`config.mk`:
```
export PLATFORM = sky130hd
export DESIGN_NAME = ccp_compare_pwm
export DESIGN_NICKNAME = d
export VERILOG_FILES = /design/src/verilog/ccp_pkg.sv /design/src/verilog/ccp_compare_pwm.sv /design/src/verilog/timer2_base.sv
export VERILOG_INCLUDE_DIRS = /design/src /design/src/verilog
export SDC_FILE = /design/constraint.sdc
export NUM_CORES = 1
export LEC_CHECK = 0
export BUFFER_PORTS_ARGS = -buffer_cell sky130_fd_sc_hd__buf_2
export CORE_ASPECT_RATIO = 1.1
export CORE_MARGIN = 2
export CORE_UTILIZATION = 24
export DETAILED_ROUTE_END_ITERATION = 7
export PLACE_DENSITY = 0.42
export REMOVE_ABC_BUFFERS = 1
export SYNTH_ARGS = -nofsm -noshare
export SYNTH_HDL_FRONTEND = slang
export SYNTH_HIERARCHICAL = 1
export SYNTH_SLANG_ARGS = --single-unit
```
`constraint.sdc`:
```
create_clock -name clk -period 3.15 [get_ports clk]
set_clock_uncertainty 0.1 [all_clocks]
set_input_delay 0.4725 -clock clk [delete_from_list [all_inputs] [get_ports clk]]
set_output_delay 0.4725 -clock clk [all_outputs]
set_load 0.01 [all_outputs]
```
`src/verilog/ccp_regs.svh`:
```
// register indices, field positions and reset values of the compare/pwm unit
`ifndef CCP_REGS_SVH
`define CCP_REGS_SVH

`define IDX_CORE_INT_CTRL 8'h0b
`define IDX_PERIPH_FLAGS 8'h0c
`define IDX_TIMER1_LOW 8'h0e
`define IDX_TIMER1_HIGH 8'h0f
`define IDX_TIMER1_CTRL 8'h10
`define IDX_TIMER2_COUNT 8'h11
`define IDX_TIMER2_CTRL 8'h12
`define IDX_CMP_LOW 8'h15
`define IDX_CMP_HIGH 8'h16
`define IDX_MODE_CTRL 8'h17
`define IDX_PORT_C_DIR 8'h87
`define IDX_PERIPH_ENABLES 8'h8c
`define IDX_TIMER2_PERIOD 8'h92

`define RST_CORE_INT_CTRL 8'h00
`define RST_PERIPH_FLAGS 8'h00
`define RST_TIMER1_CTRL 8'h00
`define RST_TIMER2_CTRL 8'h00
`define RST_TIMER2_COUNT 8'h00
`define RST_CMP_VALUE 8'h00
`define RST_MODE_CTRL 8'h00
`define RST_PORT_C_DIR 8'h3f
`define RST_PERIPH_ENABLES 8'h00
`define RST_TIMER2_PERIOD 8'hff

`define MASK_MODE_CTRL 8'h3f
`define MASK_PERIPH 8'hcf
`define MASK_TIMER1_CTRL 8'h3f
`define MASK_TIMER2_CTRL 8'h7f
`define MASK_PORT_C_DIR 8'h3f

`define BIT_UNIT_FLAG 2
`define BIT_TIMER2_FLAG 1
`define BIT_TIMER1_FLAG 0
`define BIT_PIN_DIR 2
`define BIT_TIMER2_ON 2
`define POS_DUTY_LSB 4
`define POS_POSTSCALE 3

`endif

```
`src/verilog/ccp_pkg.sv`:
```
// types shared by the compare/pwm unit and its time base
package ccp_pkg;

	typedef enum logic [2:0]
	{
		MODE_OFF = 3'b000,
		MODE_CMP_SET = 3'b001,
		MODE_CMP_CLEAR = 3'b010,
		MODE_CMP_SOFT = 3'b011,
		MODE_CMP_TRIGGER = 3'b100,
		MODE_PWM = 3'b101,
		MODE_OTHER = 3'b110
	} unit_mode_t;

	typedef struct packed
	{
		logic read;
		logic write;
		logic [9:0] address;
		logic [31:0] writedata;
		logic [3:0] byteenable;
	} bus_req_t;

	typedef struct packed
	{
		logic [7:0] count;
		logic [1:0] ext;
		logic step;
		logic period_end;
		logic post_pulse;
	} time_base_t;

	function automatic unit_mode_t decode_mode(input logic [3:0] field);
		unit_mode_t m;
		m = MODE_OTHER;
		case (field)
			4'h0: m = MODE_OFF;
			4'h8: m = MODE_CMP_SET;
			4'h9: m = MODE_CMP_CLEAR;
			4'ha: m = MODE_CMP_SOFT;
			4'hb: m = MODE_CMP_TRIGGER;
			4'hc, 4'hd, 4'he, 4'hf: m = MODE_PWM;
			default: m = MODE_OTHER;
		endcase
		return m;
	endfunction : decode_mode

endpackage : ccp_pkg

```
`src/verilog/ccp_compare_pwm.sv`:
```
// compare and pwm unit with its register file on an avalon-mm slave
//
// Chosen here: register access over Avalon-MM.
`timescale 1ns/1ps
`include "ccp_regs.svh"

module ccp_compare_pwm
(
	input wire logic clk,
	input wire logic rst,
	input ccp_pkg::bus_req_t bus_req,
	output logic [31:0] readdata,
	output logic waitrequest,
	input wire logic [15:0] timer1_count,
	input wire logic timer1_overflow,
	output logic [7:0] timer1_control,
	output logic timer1_reset,
	output logic adc_start,
	output logic unit_output_pin_out,
	output logic unit_output_pin_oe
);
	import ccp_pkg::*;

	logic [7:0] core_interrupt_control;
	logic [7:0] peripheral_interrupt_flags;
	logic [7:0] peripheral_interrupt_enables;
	logic [7:0] port_c_direction;
	logic [7:0] timer2_control;
	logic [7:0] timer2_period_value;
	logic [7:0] compare_value_low;
	logic [7:0] compare_value_high;
	logic [7:0] unit_mode_control;
	logic [1:0] duty_lsb_active;
	logic match_q;
	logic [31:0] next_readdata;
	logic [7:0] index;
	logic [7:0] wdata;
	logic write_taken;
	logic mode_zero_write;
	logic compare_equal;
	logic compare_event;
	logic is_compare;
	logic is_pwm;
	logic [9:0] next_duty;
	logic [9:0] active_duty;
	logic [9:0] position;
	logic [7:0] flag_sets;
	unit_mode_t mode;
	time_base_t tb;

	function automatic logic hit(input logic [7:0] idx, input logic [7:0] reg_idx);
		return idx == reg_idx;
	endfunction : hit

	assign index = bus_req.address[9:2];
	assign wdata = bus_req.writedata[7:0];
	assign write_taken = bus_req.write && !waitrequest && bus_req.byteenable[0];
	assign mode_zero_write = write_taken && hit(index, `IDX_MODE_CTRL) && (wdata == 8'h00);

	assign mode = decode_mode(unit_mode_control[3:0]);
	assign is_pwm = (mode == MODE_PWM);
	assign is_compare = (mode == MODE_CMP_SET) || (mode == MODE_CMP_CLEAR) ||
		(mode == MODE_CMP_SOFT) || (mode == MODE_CMP_TRIGGER);

	// duty from low byte and lsb bits
	assign next_duty = {compare_value_low, unit_mode_control[`POS_DUTY_LSB +: 2]};
	// active copy in high byte plus latch
	assign active_duty = {compare_value_high, duty_lsb_active};
	assign position = {tb.count, tb.ext};

	timer2_base u_timer2
	(
		.clk(clk),
		.rst(rst),
		.enable(timer2_control[`BIT_TIMER2_ON]),
		.presc_sel(timer2_control[1:0]),
		.postscale(timer2_control[`POS_POSTSCALE +: 4]),
		.period(timer2_period_value),
		.count_write(write_taken && hit(index, `IDX_TIMER2_COUNT)),
		.write_data(wdata),
		.tb(tb)
	);

	// bus slave: one wait cycle, then the request is taken
	always_ff @(posedge clk or posedge rst)
	begin
		if (rst)
			waitrequest <= 1'b1;
		else
			waitrequest <= !((bus_req.read || bus_req.write) && waitrequest);
	end

	always_comb
	begin
		next_readdata = 32'h00000000;
		case (index)
			`IDX_CORE_INT_CTRL: next_readdata[7:0] = core_interrupt_control;
			`IDX_PERIPH_FLAGS: next_readdata[7:0] = peripheral_interrupt_flags;
			`IDX_TIMER1_LOW: next_readdata[7:0] = timer1_count[7:0];
			`IDX_TIMER1_HIGH: next_readdata[7:0] = timer1_count[15:8];
			`IDX_TIMER1_CTRL: next_readdata[7:0] = timer1_control;
			`IDX_TIMER2_COUNT: next_readdata[7:0] = tb.count;
			`IDX_TIMER2_CTRL: next_readdata[7:0] = timer2_control;
			`IDX_CMP_LOW: next_readdata[7:0] = compare_value_low;
			`IDX_CMP_HIGH: next_readdata[7:0] = compare_value_high;
			`IDX_MODE_CTRL: next_readdata[7:0] = unit_mode_control;
			`IDX_PORT_C_DIR: next_readdata[7:0] = port_c_direction;
			`IDX_PERIPH_ENABLES: next_readdata[7:0] = peripheral_interrupt_enables;
			`IDX_TIMER2_PERIOD: next_readdata[7:0] = timer2_period_value;
			default: next_readdata = 32'h00000000;
		endcase
	end

	always_ff @(posedge clk or posedge rst)
	begin
		if (rst)
			readdata <= 32'h00000000;
		else if (bus_req.read && waitrequest)
			readdata <= next_readdata;
	end

	// plain storage registers
	always_ff @(posedge clk or posedge rst)
	begin
		if (rst)
		begin
			core_interrupt_control <= `RST_CORE_INT_CTRL;
			peripheral_interrupt_enables <= `RST_PERIPH_ENABLES;
			port_c_direction <= `RST_PORT_C_DIR;
			timer1_control <= `RST_TIMER1_CTRL;
			timer2_control <= `RST_TIMER2_CTRL;
			timer2_period_value <= `RST_TIMER2_PERIOD;
			compare_value_low <= `RST_CMP_VALUE;
			unit_mode_control <= `RST_MODE_CTRL;
		end
		else if (write_taken)
		begin
			case (index)
				`IDX_CORE_INT_CTRL: core_interrupt_control <= wdata;
				`IDX_PERIPH_ENABLES: peripheral_interrupt_enables <= wdata & `MASK_PERIPH;
				`IDX_PORT_C_DIR: port_c_direction <= wdata & `MASK_PORT_C_DIR;
				`IDX_TIMER1_CTRL: timer1_control <= wdata & `MASK_TIMER1_CTRL;
				`IDX_TIMER2_CTRL: timer2_control <= wdata & `MASK_TIMER2_CTRL;
				`IDX_TIMER2_PERIOD: timer2_period_value <= wdata;
				`IDX_CMP_LOW: compare_value_low <= wdata;
				`IDX_MODE_CTRL: unit_mode_control <= wdata & `MASK_MODE_CTRL;
				default: core_interrupt_control <= core_interrupt_control;
			endcase
		end
	end

	// duty copied into active latch at period end
	always_ff @(posedge clk or posedge rst)
	begin
		if (rst)
		begin
			compare_value_high <= `RST_CMP_VALUE;
			duty_lsb_active <= 2'b00;
		end
		else if (is_pwm && tb.period_end)
		begin
			compare_value_high <= compare_value_low;
			duty_lsb_active <= unit_mode_control[`POS_DUTY_LSB +: 2];
		end
		else if (write_taken && hit(index, `IDX_CMP_HIGH) && !is_pwm)
			compare_value_high <= wdata;
	end

	// equality against timer1; count assumed synchronous
	assign compare_equal = (timer1_count == {compare_value_high, compare_value_low});
	// one event per match, not per cycle the count stays equal
	assign compare_event = is_compare && compare_equal && !match_q;

	always_ff @(posedge clk or posedge rst)
	begin
		if (rst)
			match_q <= 1'b0;
		else
			match_q <= compare_equal;
	end

	// unit flag set with the pin action
	// timer1 flag only from real overflow
	always_comb
	begin
		flag_sets = 8'h00;
		flag_sets[`BIT_UNIT_FLAG] = compare_event;
		flag_sets[`BIT_TIMER2_FLAG] = tb.post_pulse;
		flag_sets[`BIT_TIMER1_FLAG] = timer1_overflow;
	end

	// a hardware set in the cycle of a software clear still wins
	always_ff @(posedge clk or posedge rst)
	begin
		if (rst)
			peripheral_interrupt_flags <= `RST_PERIPH_FLAGS;
		else if (write_taken && hit(index, `IDX_PERIPH_FLAGS))
			peripheral_interrupt_flags <= (wdata & `MASK_PERIPH) | flag_sets;
		else
			peripheral_interrupt_flags <= peripheral_interrupt_flags | flag_sets;
	end

	// trigger resets timer1 and starts conversion
	always_ff @(posedge clk or posedge rst)
	begin
		if (rst)
		begin
			timer1_reset <= 1'b0;
			adc_start <= 1'b0;
		end
		else
		begin
			timer1_reset <= compare_event && (mode == MODE_CMP_TRIGGER);
			adc_start <= compare_event && (mode == MODE_CMP_TRIGGER);
		end
	end

	// output latch; the port data latch lives outside and is never touched
	always_ff @(posedge clk or posedge rst)
	begin
		if (rst)
			unit_output_pin_out <= 1'b0;
		// zero control write forces latch low
		else if (mode_zero_write)
			unit_output_pin_out <= 1'b0;
		else if (is_pwm)
		begin
			// set beats clear, so duty beyond period stays high
			if (tb.period_end)
				unit_output_pin_out <= (next_duty != 10'h000);
			// clear as position steps onto the duty
			else if (tb.step && (position + 10'h001 == active_duty))
				unit_output_pin_out <= 1'b0;
		end
		// soft mode falls through and leaves the pin alone
		else if (compare_event && (mode == MODE_CMP_SET))
			unit_output_pin_out <= 1'b1;
		else if (compare_event && (mode == MODE_CMP_CLEAR))
			unit_output_pin_out <= 1'b0;
	end

	// pin drives only when direction bit is clear
	always_ff @(posedge clk or posedge rst)
	begin
		if (rst)
			unit_output_pin_oe <= 1'b0;
		else
			unit_output_pin_oe <= !port_c_direction[`BIT_PIN_DIR] && (is_pwm || is_compare);
	end
endmodule : ccp_compare_pwm

```
`src/verilog/timer2_base.sv`:
```
// timer2 time base for pwm: prescaler, count, period match and postscaler
`timescale 1ns/1ps
`include "ccp_regs.svh"

module timer2_base
(
	input wire logic clk,
	input wire logic rst,
	input wire logic enable,
	input wire logic [1:0] presc_sel,
	input wire logic [3:0] postscale,
	input wire logic [7:0] period,
	input wire logic count_write,
	input wire logic [7:0] write_data,
	output ccp_pkg::time_base_t tb
);
	import ccp_pkg::*;

	logic [5:0] pre_cnt;
	logic [5:0] pre_max;
	logic [7:0] count;
	logic [3:0] post_cnt;
	logic tick;
	logic step;
	logic [1:0] ext;
	logic period_end;

	// prescale 1/4/16, four oscillator clocks per increment
	always_comb
	begin
		case (presc_sel)
			2'b00:
			begin
				pre_max = 6'h03;
				ext = pre_cnt[1:0];
				step = 1'b1;
			end
			2'b01:
			begin
				pre_max = 6'h0f;
				ext = pre_cnt[3:2];
				step = (pre_cnt[1:0] == 2'h3);
			end
			default:
			begin
				pre_max = 6'h3f;
				ext = pre_cnt[5:4];
				step = (pre_cnt[3:0] == 4'hf);
			end
		endcase
	end

	assign tick = enable && (pre_cnt == pre_max);
	assign period_end = tick && (count == period);

	// a count write also restarts the prescaler so the first step is full length
	always_ff @(posedge clk or posedge rst)
	begin
		if (rst)
			pre_cnt <= 6'h00;
		else if (count_write || !enable || tick)
			pre_cnt <= 6'h00;
		else
			pre_cnt <= pre_cnt + 6'h01;
	end

	// match with period clears the count
	always_ff @(posedge clk or posedge rst)
	begin
		if (rst)
			count <= `RST_TIMER2_COUNT;
		else if (count_write)
			count <= write_data;
		else if (period_end)
			count <= 8'h00;
		else if (tick)
			count <= count + 8'h01;
	end

	// postscaler only paces the timer2 flag
	always_ff @(posedge clk or posedge rst)
	begin
		if (rst)
			post_cnt <= 4'h0;
		else if (period_end)
			post_cnt <= (post_cnt == postscale) ? 4'h0 : post_cnt + 4'h1;
	end

	// two low bits come from the quarter phase or prescaler
	always_comb
	begin
		tb.count = count;
		tb.ext = ext;
		tb.step = enable && step;
		tb.period_end = period_end;
		tb.post_pulse = period_end && (post_cnt == postscale);
	end

endmodule : timer2_base

```
==> results of run 1 <==
## cells in the final DEF (no fill, tap or decap), types with 9 or more instances in the layout
cell	instances
conb_1	26
nor4_1	11
xor2_1	20
dfstp_2	15
mux2_4	13
o21ai_0	21
mux2_2	52
inv_1	11
nand2_1	40
o21ai_1	9
buf_2	56
nand3_1	16
clkbuf_16	9
nand2b_1	9
dfrtp_1	87
mux2i_1	31
xnor2_1	24
a21oi_1	32
buf_4	27
nor3_1	14
nand4_1	10
a32oi_1	15
nor2_1	41
## final cells by class
type	instances	area share (%)
flip-flops and latches	102	34.7
clock buffers	12	3.33
repair buffers	84	6.79
well taps	357	6.03
inverters	12	0.641
multi-input cells	493	48.1
clock inverters	4	0.405
## state kept, by name, indices dropped and copies added, names as in the netlist, 4 cells and up
name                          flops
u_timer2/count                    8
timer2_control                    7
port_c_direction                  6
compare_value_low                 8
u_timer2/pre_cnt                  6
u_timer2/post_cnt                 4
unit_mode_control                 6
readdata                          8
compare_value_high                8
timer1_control                    6
core_interrupt_control            8
timer2_period_value               8
peripheral_interrupt_enables      6
peripheral_interrupt_flags        6
## path summary, 6_finish.rpt
kind,depth (start not counted),to,startpoint,slack (ns)
max in group asynchronous,3,peripheral_interrupt_enables[6],rst,2.24
min in group clk,2,waitrequest,bus_req[47],0.17
max reg2reg,9,unit_output_pin_out,timer2_control[0],0.40
min,2,timer2_control[3],rst,0.07
max,9,unit_output_pin_out,timer2_control[0],0.40
min reg2reg,1,peripheral_interrupt_flags[1],peripheral_interrupt_flags[1],0.39
## stage by stage
step	total power [mW]	worst slack (ns)
3_5_place_dp	1.65	0.343
3_3_place_gp	1.65	0.327
4_1_cts	2.76	0.379
5_1_grt	2.84	0.105
6_report	2.71	0.403
2_1_floorplan	1.50	-0.131
## power by group through the flow
stage / clock (mW) / combinational, mW / sequential, mW
after floorplan: 0 / 0.129 / 1.37
after global placement: 0 / 0.278 / 1.37
after detailed placement: 0 / 0.278 / 1.37
after CTS: 1.13 / 0.279 / 1.35
after global routing: 1.18 / 0.302 / 1.35
final: 1.09 / 0.276 / 1.35
## cells by family after synthesis
family | share of synthesized area, %
compound gates | 14.0
xor+xnor | 5.96
fa+ha+maj | 1.16
buf+inv | 6.69
flops | 39.7
mux | 17.0
other cells | 0.0579
simple gates | 15.4
## critical path, cell delays in order, from the launching register on
cell,delay [ns]
dfrtp_1,0.45
mux2i_1,0.15
o21ai_0,0.53
ha_1,0.43
nand2b_1,0.12
a211o_1,0.29
a21oi_1,0.13
o32a_1,0.15
nand4_1,0.09
and3_1,0.20
## per-layer routing
metal / GRT usage (%) / wire length [um] / vias up
met5: 0 / 0 / -
met4: 4.84 / 442 / 0
met3: 1.93 / 589 / 26
met2: 26.8 / 10700 / 116
met1: 21.6 / 10400 / 2595
li1: - / - / 2436
## Yosys cell counts (3+ instances only)
library cell and n:
o22ai_1 5, inv_1 12, a2111oi_0 3, nand3b_1 6
or2_2 3, buf_1 8, ha_1 6, o211ai_1 5
nor3b_1 3, nand2b_1 9, a211o_1 3, buf_6 4
dfstp_2 15, o21ai_0 21, xor2_1 20, nand4_1 10
dfrtp_1 87, a32oi_1 15, mux2_2 52, clkbuf_1 20
nor4_1 12, nand2_1 40, mux2i_1 31, nand3_1 16
buf_2 4, a22o_1 4, a21oi_1 32, nor2_1 41
and3_1 8, nor3_1 14, a22oi_1 8, o21ai_1 9
buf_4 29, a31oi_1 3, nor2b_1 5, mux2_4 13
and2_1 6, xnor2_1 24, a2bb2oi_1 3
==> summary.txt, run 1 <==
Detailed routing
  • Starting DRT DRC Count: 312
  • Post-DR vias/cell: 4.86
  • Drt total wl: 22000 um
  • Routed via count: 5173
  • Remaining design rule violation count: 0
  • Routed length per instance: 20.7 um
  • Detailed Routing Iterations Pass 1: 4
  • DRT antenna net count: 0

Floorplanning
  • Chip Height: 176 um
  • Core region area: 26700 um2
  • FP Rows: 63
  • Die area: 28300 um2
  • Initial Util: 24.2%
  • Top-Level Pins: 112
  • X dimension of the die: 161 um

Final layout
  • Finished layout cell area: 7410 um2
  • Utilization of the core after routing: 27.7%
  • Layout area overhead: 14.5%
  • Fill cells: 2867
  • Reg area: 2570 um2
  • Share of cells above drive strength 1: 27.6%
  • Number of antenna repair diodes: 0
  • Number of nets at the end of the flow: 775
  • Combined area of the multi-input logic cells: 3570 um2
  • Number of standard cells in the final layout excluding fillers: 1064

Synthesis
  • Share of flip-flops with an asynchronous set or reset after synthesis: 100%
  • Netlist Area Pre-Place: 6470 um2
  • Cells after Synth: 647
  • Total number of yosys warnings: 6
  • Average instance area after synthesis: 10.0 um2
  • Number of enable flip-flop cells after synthesis: 0
  • Synth cell types: 69
  • Register bit count reported by yosys: 102
  • Top-area cell type share of the netlist area: 33.6%
  • Prevailing post-synth register cell: dfrtp_1
  • Register area share after synthesis: 39.7%
  • Largest area contributor in the netlist: dfrtp_1
  • Top cells by area, synth: dfrtp_1 34%, mux2_2 9.0%, dfstp_2 6.1%, mux2i_1 4.8%, buf_4 3.4%

Timing
  • Transition time at the pin with the least slew margin: 0.740 ns
  • Smallest hold slack: 0.0687 ns
  • Final total negative setup slack: 0 ns
  • Number of setup violations in the final report: 0
  • Tmin final: 2.75 ns
  • RSZ-0062 raised after global routing: false
  • Final hold vios: 0
  • Post-route fraction of the period consumed by the critical path: 87.2%
  • Slew HR: 50.6%
  • Final number of max-transition violations: 0
  • FMAX: 0.364 GHz

Run
  • Max capacitance violation total: 0

Critical path
  • CP startpoint kind: flop
  • Biggest fanout along the worst timing path: 8
  • Worst EP required: 3.30 ns
  • Endpoint class of the critical path: flop
  • Kind of critical path: flop to flop
  • Arrival time of the worst setup path: 2.89 ns

Global routing
  • Antenna violations before repair: 0
  • Largest net degree at the start of global routing: 48
  • Aggregate global routing overflow: 0
  • Number of global-route vias before repair: 5294
  • Overall Global Routing Usage: 16.0%
  • Global-route wire length before repair: 33800 um

Clock tree
  • CTS clock-pin slew for the worst setup and hold paths: 0.07 ns
  • Cts bufs inserted: 9
  • Total setup buffers inserted after CTS: 0
  • CTS H-Tree Depth: 3
  • Clock tree from TritonCTS: done
  • Post-cts hold buffer count: 0
  • Number of sinks on the clock net: 102
  • CTS Buffer Depth: 2
  • Cts repair resizes: 0
  • Cell at the root of the clock tree: clkbuf_16
  • Insertion delay to the later sink of the worst-skew pair: 0.36 ns

Power
  • Switching fraction of total power: 27.0%
  • Cell Pwr Density: 366 nW/um2
  • Max VDD drop: 0.250 mV
  • Reported leakage power: 3.31 nW
  • Sequential power share: 49.7%
  • Combinational share of power: 10.2%
  • Power dissipated by switching net loads: 0.734 mW
  • Total internal power: 1.98 mW
  • Clock network fraction of total power: 40.1%

Placed design
  • Cell total after placement: 1048
  • Placer's final routability congestion estimate: 0.811
  • DP Area: 7140 um2
  • Post-detail-place hpwl: 16200 um
  • Port-buffer cells: 56

Min path
  • Worst min-delay path class: input port to async pin

Status
  • Status: complete, no violations
No activity file was read; power rests on OpenSTA's default activity.
==> inputs of run 2 (changes only) <==
--- a/config.mk
+++ b/config.mk
@@ -10,9 +10,11 @@
 export CORE_ASPECT_RATIO = 1.1
 export CORE_MARGIN = 2
 export CORE_UTILIZATION = 24
+export CTS_BUF_LIST = sky130_fd_sc_hd__clkbuf_4 sky130_fd_sc_hd__clkbuf_8 sky130_fd_sc_hd__clkbuf_16
 export DETAILED_ROUTE_END_ITERATION = 7
 export PLACE_DENSITY = 0.42
 export REMOVE_ABC_BUFFERS = 1
+export SLEW_MARGIN = 5
 export SYNTH_ARGS = -nofsm -noshare
 export SYNTH_HDL_FRONTEND = slang
 export SYNTH_HIERARCHICAL = 1
==> run 2 against run 1 <==
  * Power increased by 0.76%
  * Cell count is essentially flat
  * Via count rose by 0.39%
  * Sequential power about the same
  * Register-to-register slack is essentially flat
  * Flip-flop and latch count did not move
  * Non-clock buffer count is the same
  * Global-route usage is the same
  * Largest power group unchanged
  * Highest routed layer unchanged
==> summary.txt, run 2 (synthesis gave the netlist of run 1 again) <==
Detailed routing
  • Remaining design rule violation count: 0
  • DRT antenna net count: 0
  • Post-DR vias/cell: 4.88
  • Routed length per instance: 20.7 um
  • Drt total wl: 22000 um
  • Starting DRT DRC Count: 343
  • Routed via count: 5193
  • Detailed Routing Iterations Pass 1: 5

Clock tree
  • CTS clock-pin slew for the worst setup and hold paths: 0.07 ns
  • Total setup buffers inserted after CTS: 0
  • CTS Buffer Depth: 2
  • Clock tree from TritonCTS: done
  • Post-cts hold buffer count: 0
  • Cts repair resizes: 0
  • Insertion delay to the later sink of the worst-skew pair: 0.36 ns
  • Cell at the root of the clock tree: clkbuf_16
  • CTS H-Tree Depth: 3
  • Number of sinks on the clock net: 102
  • Cts bufs inserted: 9

Timing
  • Post-route fraction of the period consumed by the critical path: 87.0%
  • Final number of max-transition violations: 0
  • Slew HR: 50.9%
  • Number of setup violations in the final report: 0
  • Final hold vios: 0
  • Final total negative setup slack: 0 ns
  • RSZ-0062 raised after global routing: false
  • Transition time at the pin with the least slew margin: 0.736 ns
  • Tmin final: 2.74 ns
  • FMAX: 0.365 GHz

Status
  • Status: complete, no violations

Floorplanning
  • X dimension of the die: 161 um
  • Initial Util: 24.2%
  • Top-Level Pins: 112
  • FP Rows: 63
  • Chip Height: 176 um
  • Core region area: 26700 um2
  • Die area: 28300 um2

Placed design
  • Port-buffer cells: 56
  • DP Area: 7140 um2
  • Post-detail-place hpwl: 16200 um
  • Placer's final routability congestion estimate: 0.811

Final layout
  • Layout area overhead: 14.7%
  • Share of cells above drive strength 1: 27.9%
  • Most frequent standard cell in the layout excluding fill and tap cells: dfrtp_1
  • Number of nets at the end of the flow: 775
  • Most frequent cells in the layout: 87 x dfrtp_1, 56 x buf_2, 52 x mux2_2
  • Fill cells: 2862
  • Finished layout cell area: 7420 um2

Min path
  • Worst min-delay path class: input port to async pin

Global routing
  • Aggregate global routing overflow: 0
  • Number of global-route vias before repair: 5297
  • Largest net degree at the start of global routing: 48
  • Overall Global Routing Usage: 16.0%
  • Antenna violations before repair: 0
  • Global-route wire length before repair: 33800 um

Critical path
  • Arrival time of the worst setup path: 2.89 ns
  • Biggest fanout along the worst timing path: 8
  • Kind of critical path: flop to flop
  • Worst EP required: 3.30 ns
  • Cell-by-cell listing of the critical path: mux2i_1 -> o21ai_0 -> ha_1 -> nand2b_1 -> a211o_1 -> a21oi_1 -> o32a_1 -> nand4_1 -> and3_1
  • Longest individual stage delay on the worst path: 0.53 ns
  • Origin of the critical flop-to-flop path: timer2_control[0]
  • Crit path from: timer2_control[0]
  • CP startpoint kind: flop
  • Endpoint class of the critical path: flop
  • Master of the slowest instance on the critical path: o21ai_0

Run
  • Max capacitance violation total: 0

Power
  • Cell Pwr Density: 369 nW/um2
  • Reported leakage power: 3.31 nW
  • Max VDD drop: 0.250 mV
run 2: metrics by stage:
| stage | power (mW) | std cells | worst slack [ns] | hold WS [ns] | utilization, % |
|---|---|---|---|---|---|
| floorplan | 1.50 | 607 | -0.131 | 0.311 | - |
| global placement | 1.65 | 1048 | 0.327 | 0.369 | 26.7 |
| detailed placement | 1.65 | 1048 | 0.343 | 0.373 | 26.7 |
| CTS | 2.77 | 1064 | 0.379 | 0.0799 | 27.8 |
| global route | 2.85 | 1064 | 0.105 | 0.104 | 27.8 |
| finish | 2.74 | 1065 | 0.409 | 0.0690 | 27.8 |
run 2: cell type report:
cell class	instances	area, um2	share of cell area (%)
inverter	12	47.5	0.641
antenna	1	2.50	0.0337
tap	357	447	6.02
timing repair buffer	84	503	6.78
sequential	102	2570	34.6
multi-input combinational	493	3570	48.1
clock inverter	4	30.0	0.405
clock buffer	12	254	3.42
run 2: path summary, 6_finish.rpt:
path	to	slack, ns	depth (start not counted)
max	unit_output_pin_out	0.41	9
min	timer2_control[3]	0.07	2
max in group asynchronous	peripheral_interrupt_enables[6]	2.24	3
min reg2reg	peripheral_interrupt_flags[1]	0.39	1
min in group clk	waitrequest	0.17	2
max reg2reg	unit_output_pin_out	0.41	9
run 2: per-layer routing:
| metal | global-route usage, % | up-vias | routed length [um] |
|---|---|---|---|
| met2 | 26.8 | 132 | 10700 |
| met5 | 0 | - | 0 |
| met1 | 21.6 | 2600 | 10200 |
| li1 | - | 2437 | - |
| met4 | 4.84 | 0 | 433 |
| met3 | 1.93 | 24 | 653 |
run 2: worst max-delay path: cells and delay by family (launching register included):
kind / cells / cell delay, ns
AOI/OAI and AO/OA: 4 / 1.10
adders and majority gates: 1 / 0.43
DFF: 1 / 0.45
muxes: 1 / 0.15
and+or+nand+nor: 3 / 0.41
run 2: where the power goes:
group	internal [mW]	leakage [nW]	total [mW]	switching (mW)
Combinational	0.0897	1.87	0.275	0.186
Clock	0.580	0.140	1.11	0.531
Sequential	1.33	1.31	1.35	0.0208
==> inputs of run 3 (changes only) <==
--- a/config.mk
+++ b/config.mk
@@ -9,12 +9,11 @@
 export BUFFER_PORTS_ARGS = -buffer_cell sky130_fd_sc_hd__buf_2
 export CORE_ASPECT_RATIO = 1.1
 export CORE_MARGIN = 2
-export CORE_UTILIZATION = 24
+export CORE_UTILIZATION = 57
 export CTS_BUF_LIST = sky130_fd_sc_hd__clkbuf_4 sky130_fd_sc_hd__clkbuf_8 sky130_fd_sc_hd__clkbuf_16
 export DETAILED_ROUTE_END_ITERATION = 7
-export PLACE_DENSITY = 0.42
+export PLACE_DENSITY = 0.82
 export REMOVE_ABC_BUFFERS = 1
-export SLEW_MARGIN = 5
 export SYNTH_ARGS = -nofsm -noshare
 export SYNTH_HDL_FRONTEND = slang
 export SYNTH_HIERARCHICAL = 1
==> constraint.sdc (replaced) <==
create_clock -name clk -period 3 [get_ports clk]
set_clock_uncertainty 0.1 [all_clocks]
set_input_delay 0.45 -clock clk [delete_from_list [all_inputs] [get_ports clk]]
set_output_delay 0.45 -clock clk [all_outputs]
set_load 0.01 [all_outputs]
==> run 3 against run 2 <==
  * Register-to-register slack worse by 0.13 ns
  * Fmax up 0.70%
  * Sequential share of layout area grew 1.3 points
  * Critical path type unchanged
  * Highest routed layer unchanged
==> summary.txt, run 3 (synthesis gave the netlist of run 1 again) <==
Critical path
  • Arrival time of the worst setup path: 2.86 ns
  • Path depth of the worst reg2reg path: 8
  • Biggest fanout along the worst timing path: 9
  • Worst-case register-to-register setup slack: 0.28 ns
  • Worst EP required: 3.14 ns
  • Endpoint class of the critical path: flop
  • Origin of the critical flop-to-flop path: timer2_control[1]
  • Worst reg2reg endpoint: unit_output_pin_out
  • Kind of critical path: flop to flop
  • CP startpoint kind: flop

Status
  • Status: complete, no violations

Power
  • Switching fraction of total power: 25.7%
  • Max VDD drop: 0.328 mV
  • Total internal power: 2.16 mW
  • Sequential power share: 48.7%
  • Combinational share of power: 9.5%
  • Power dissipated by switching net loads: 0.749 mW
  • Reported leakage power: 3.31 nW
  • Clock network fraction of total power: 41.8%
  • Cell Pwr Density: 407 nW/um2

Clock tree
  • Cts bufs inserted: 9
  • Cts repair resizes: 0
  • Insertion delay to the later sink of the worst-skew pair: 0.35 ns
  • Number of sinks on the clock net: 102
  • CTS H-Tree Depth: 3
  • CTS Buffer Depth: 2
  • CTS clock-pin slew for the worst setup and hold paths: 0.07 ns
  • Total setup buffers inserted after CTS: 0
  • Cell at the root of the clock tree: clkbuf_16
  • Clock tree from TritonCTS: done
  • Post-cts hold buffer count: 0

Timing
  • Post-route fraction of the period consumed by the critical path: 90.7%
  • RSZ-0062 raised after global routing: false
  • Final total negative setup slack: 0 ns
  • Transition time at the pin with the least slew margin: 0.725 ns
  • Final hold vios: 0
  • Number of setup violations in the final report: 0
  • FMAX: 0.367 GHz
  • Slew HR: 51.6%
  • Tmin final: 2.72 ns
  • Smallest hold slack: 0.0135 ns
  • Final number of max-transition violations: 0

Global routing
  • Aggregate global routing overflow: 0
  • Overall Global Routing Usage: 32.0%
  • Layer with the highest usage: met2
  • Met2 Use GR: 53.6%
  • Fraction of met1 tracks used by global routing: 41.4%
  • Global-route track usage on met3: 5.68%
  • Largest net degree at the start of global routing: 33
  • Antenna violations before repair: 0
  • Number of global-route vias before repair: 5348
  • Global-route wire length before repair: 29600 um

Floorplanning
  • X dimension of the die: 106 um
  • Initial Util: 58.8%
  • Core region area: 11000 um2
  • Top-Level Pins: 112
  • FP Rows: 40
  • Die area: 12200 um2
  • Chip Height: 116 um

Detailed routing
  • DRT antenna net count: 0
  • Remaining design rule violation count: 0
  • Routed length per instance: 22.5 um
  • Drt total wl: 19200 um
  • Routed via count: 5567
  • Detailed Routing Iterations Pass 1: 6
  • Starting DRT DRC Count: 516
  • Post-DR vias/cell: 6.53

Run
  • Max capacitance violation total: 0

Placed design
  • Post-detail-place hpwl: 13700 um
  • Port-buffer cells: 56
  • Placer's final routability congestion estimate: 0.947
  • DP Area: 6840 um2

Final layout
  • Fill cells: 912
  • Combined area of the multi-input logic cells: 3570 um2
  • Share of cells above drive strength 1: 27.7%
  • Number of nets at the end of the flow: 773
  • Most frequent standard cell in the layout excluding fill and tap cells: dfrtp_1
  • Reg area: 2570 um2
  • Most frequent cells in the layout: 87 x dfrtp_1, 56 x buf_2, 52 x mux2_2
  • Finished layout cell area: 7150 um2
  • Layout area overhead: 10.5%
  • Number of antenna repair diodes: 0

Min path
  • Worst min-delay path class: input port to async pin
[run 3: cell count changes in the layout (fill, tap and decap cells not counted), sizes merged]
| cell | change |
|---|---|
| buf | -2 |
| diode | -1 |
| clkbuf | -2 |
| clkinv | +1 |
| bufinv | +1 |
[run 3: how the worst max path moves through the flow]
stage,start,end,slack (ns),cells past startpoint
after global placement,bus_req[41],timer2_control[3],0.31,5
after global routing,timer2_control[0],unit_output_pin_out,0.12,9
final,timer2_control[1],unit_output_pin_out,0.28,8
after detailed placement,bus_req[41],timer2_control[5],0.26,5
after CTS,timer2_control[0],unit_output_pin_out,0.37,9
after floorplan,bus_req[43],u_timer2/count[2],-0.26,5
[run 3: power by group through the flow]
stage          combinational [mW]  sequential [mW]  clock, mW
5_1_grt                     0.298             1.42       1.29
4_1_cts                     0.270             1.42       1.23
3_5_place_dp                0.269             1.44          0
2_1_floorplan               0.135             1.44          0
6_report                    0.277             1.42       1.22
3_3_place_gp                0.261             1.44          0
[run 3: per-stage QoR]
| step | util, % | power [mW] | setup WS [ns] | std cells |
|---|---|---|---|---|
| after CTS | 65.0 | 2.91 | 0.371 | 852 |
| final | 65.0 | 2.91 | 0.278 | 852 |
| after floorplan | - | 1.57 | -0.258 | 607 |
| after global routing | 65.0 | 3.00 | 0.120 | 852 |
| after detailed placement | 62.2 | 1.71 | 0.264 | 836 |
| after global placement | 62.2 | 1.70 | 0.310 | 836 |
[run 3: critical path, stage by stage (launching register included)]
cell and delay (ns):
dfrtp_1 0.50, o21ai_0 0.51, ha_1 0.43, nand2b_1 0.14, a211o_1 0.31, a21oi_1 0.15, o32a_1 0.16, nand4_1 0.11
and3_1 0.21
[run 3: per-layer routing]
metal / share of wire (%) / vias to the layer above
li1: - / 2428
met1: 39 / 2728
met3: 8.3 / 68
met2: 49 / 343
met4: 3.9 / 0
met5: 0 / -
[run 3: layout make-up]
type | count | share of cell area, %
Sequential cell | 102 | 36.0
Inverter | 12 | 0.647
Clock inverter | 6 | 0.962
Timing Repair Buffer | 82 | 6.65
Clock buffer | 10 | 3.34
Tap cell | 147 | 2.57
Multi-Input combinational cell | 493 | 49.9
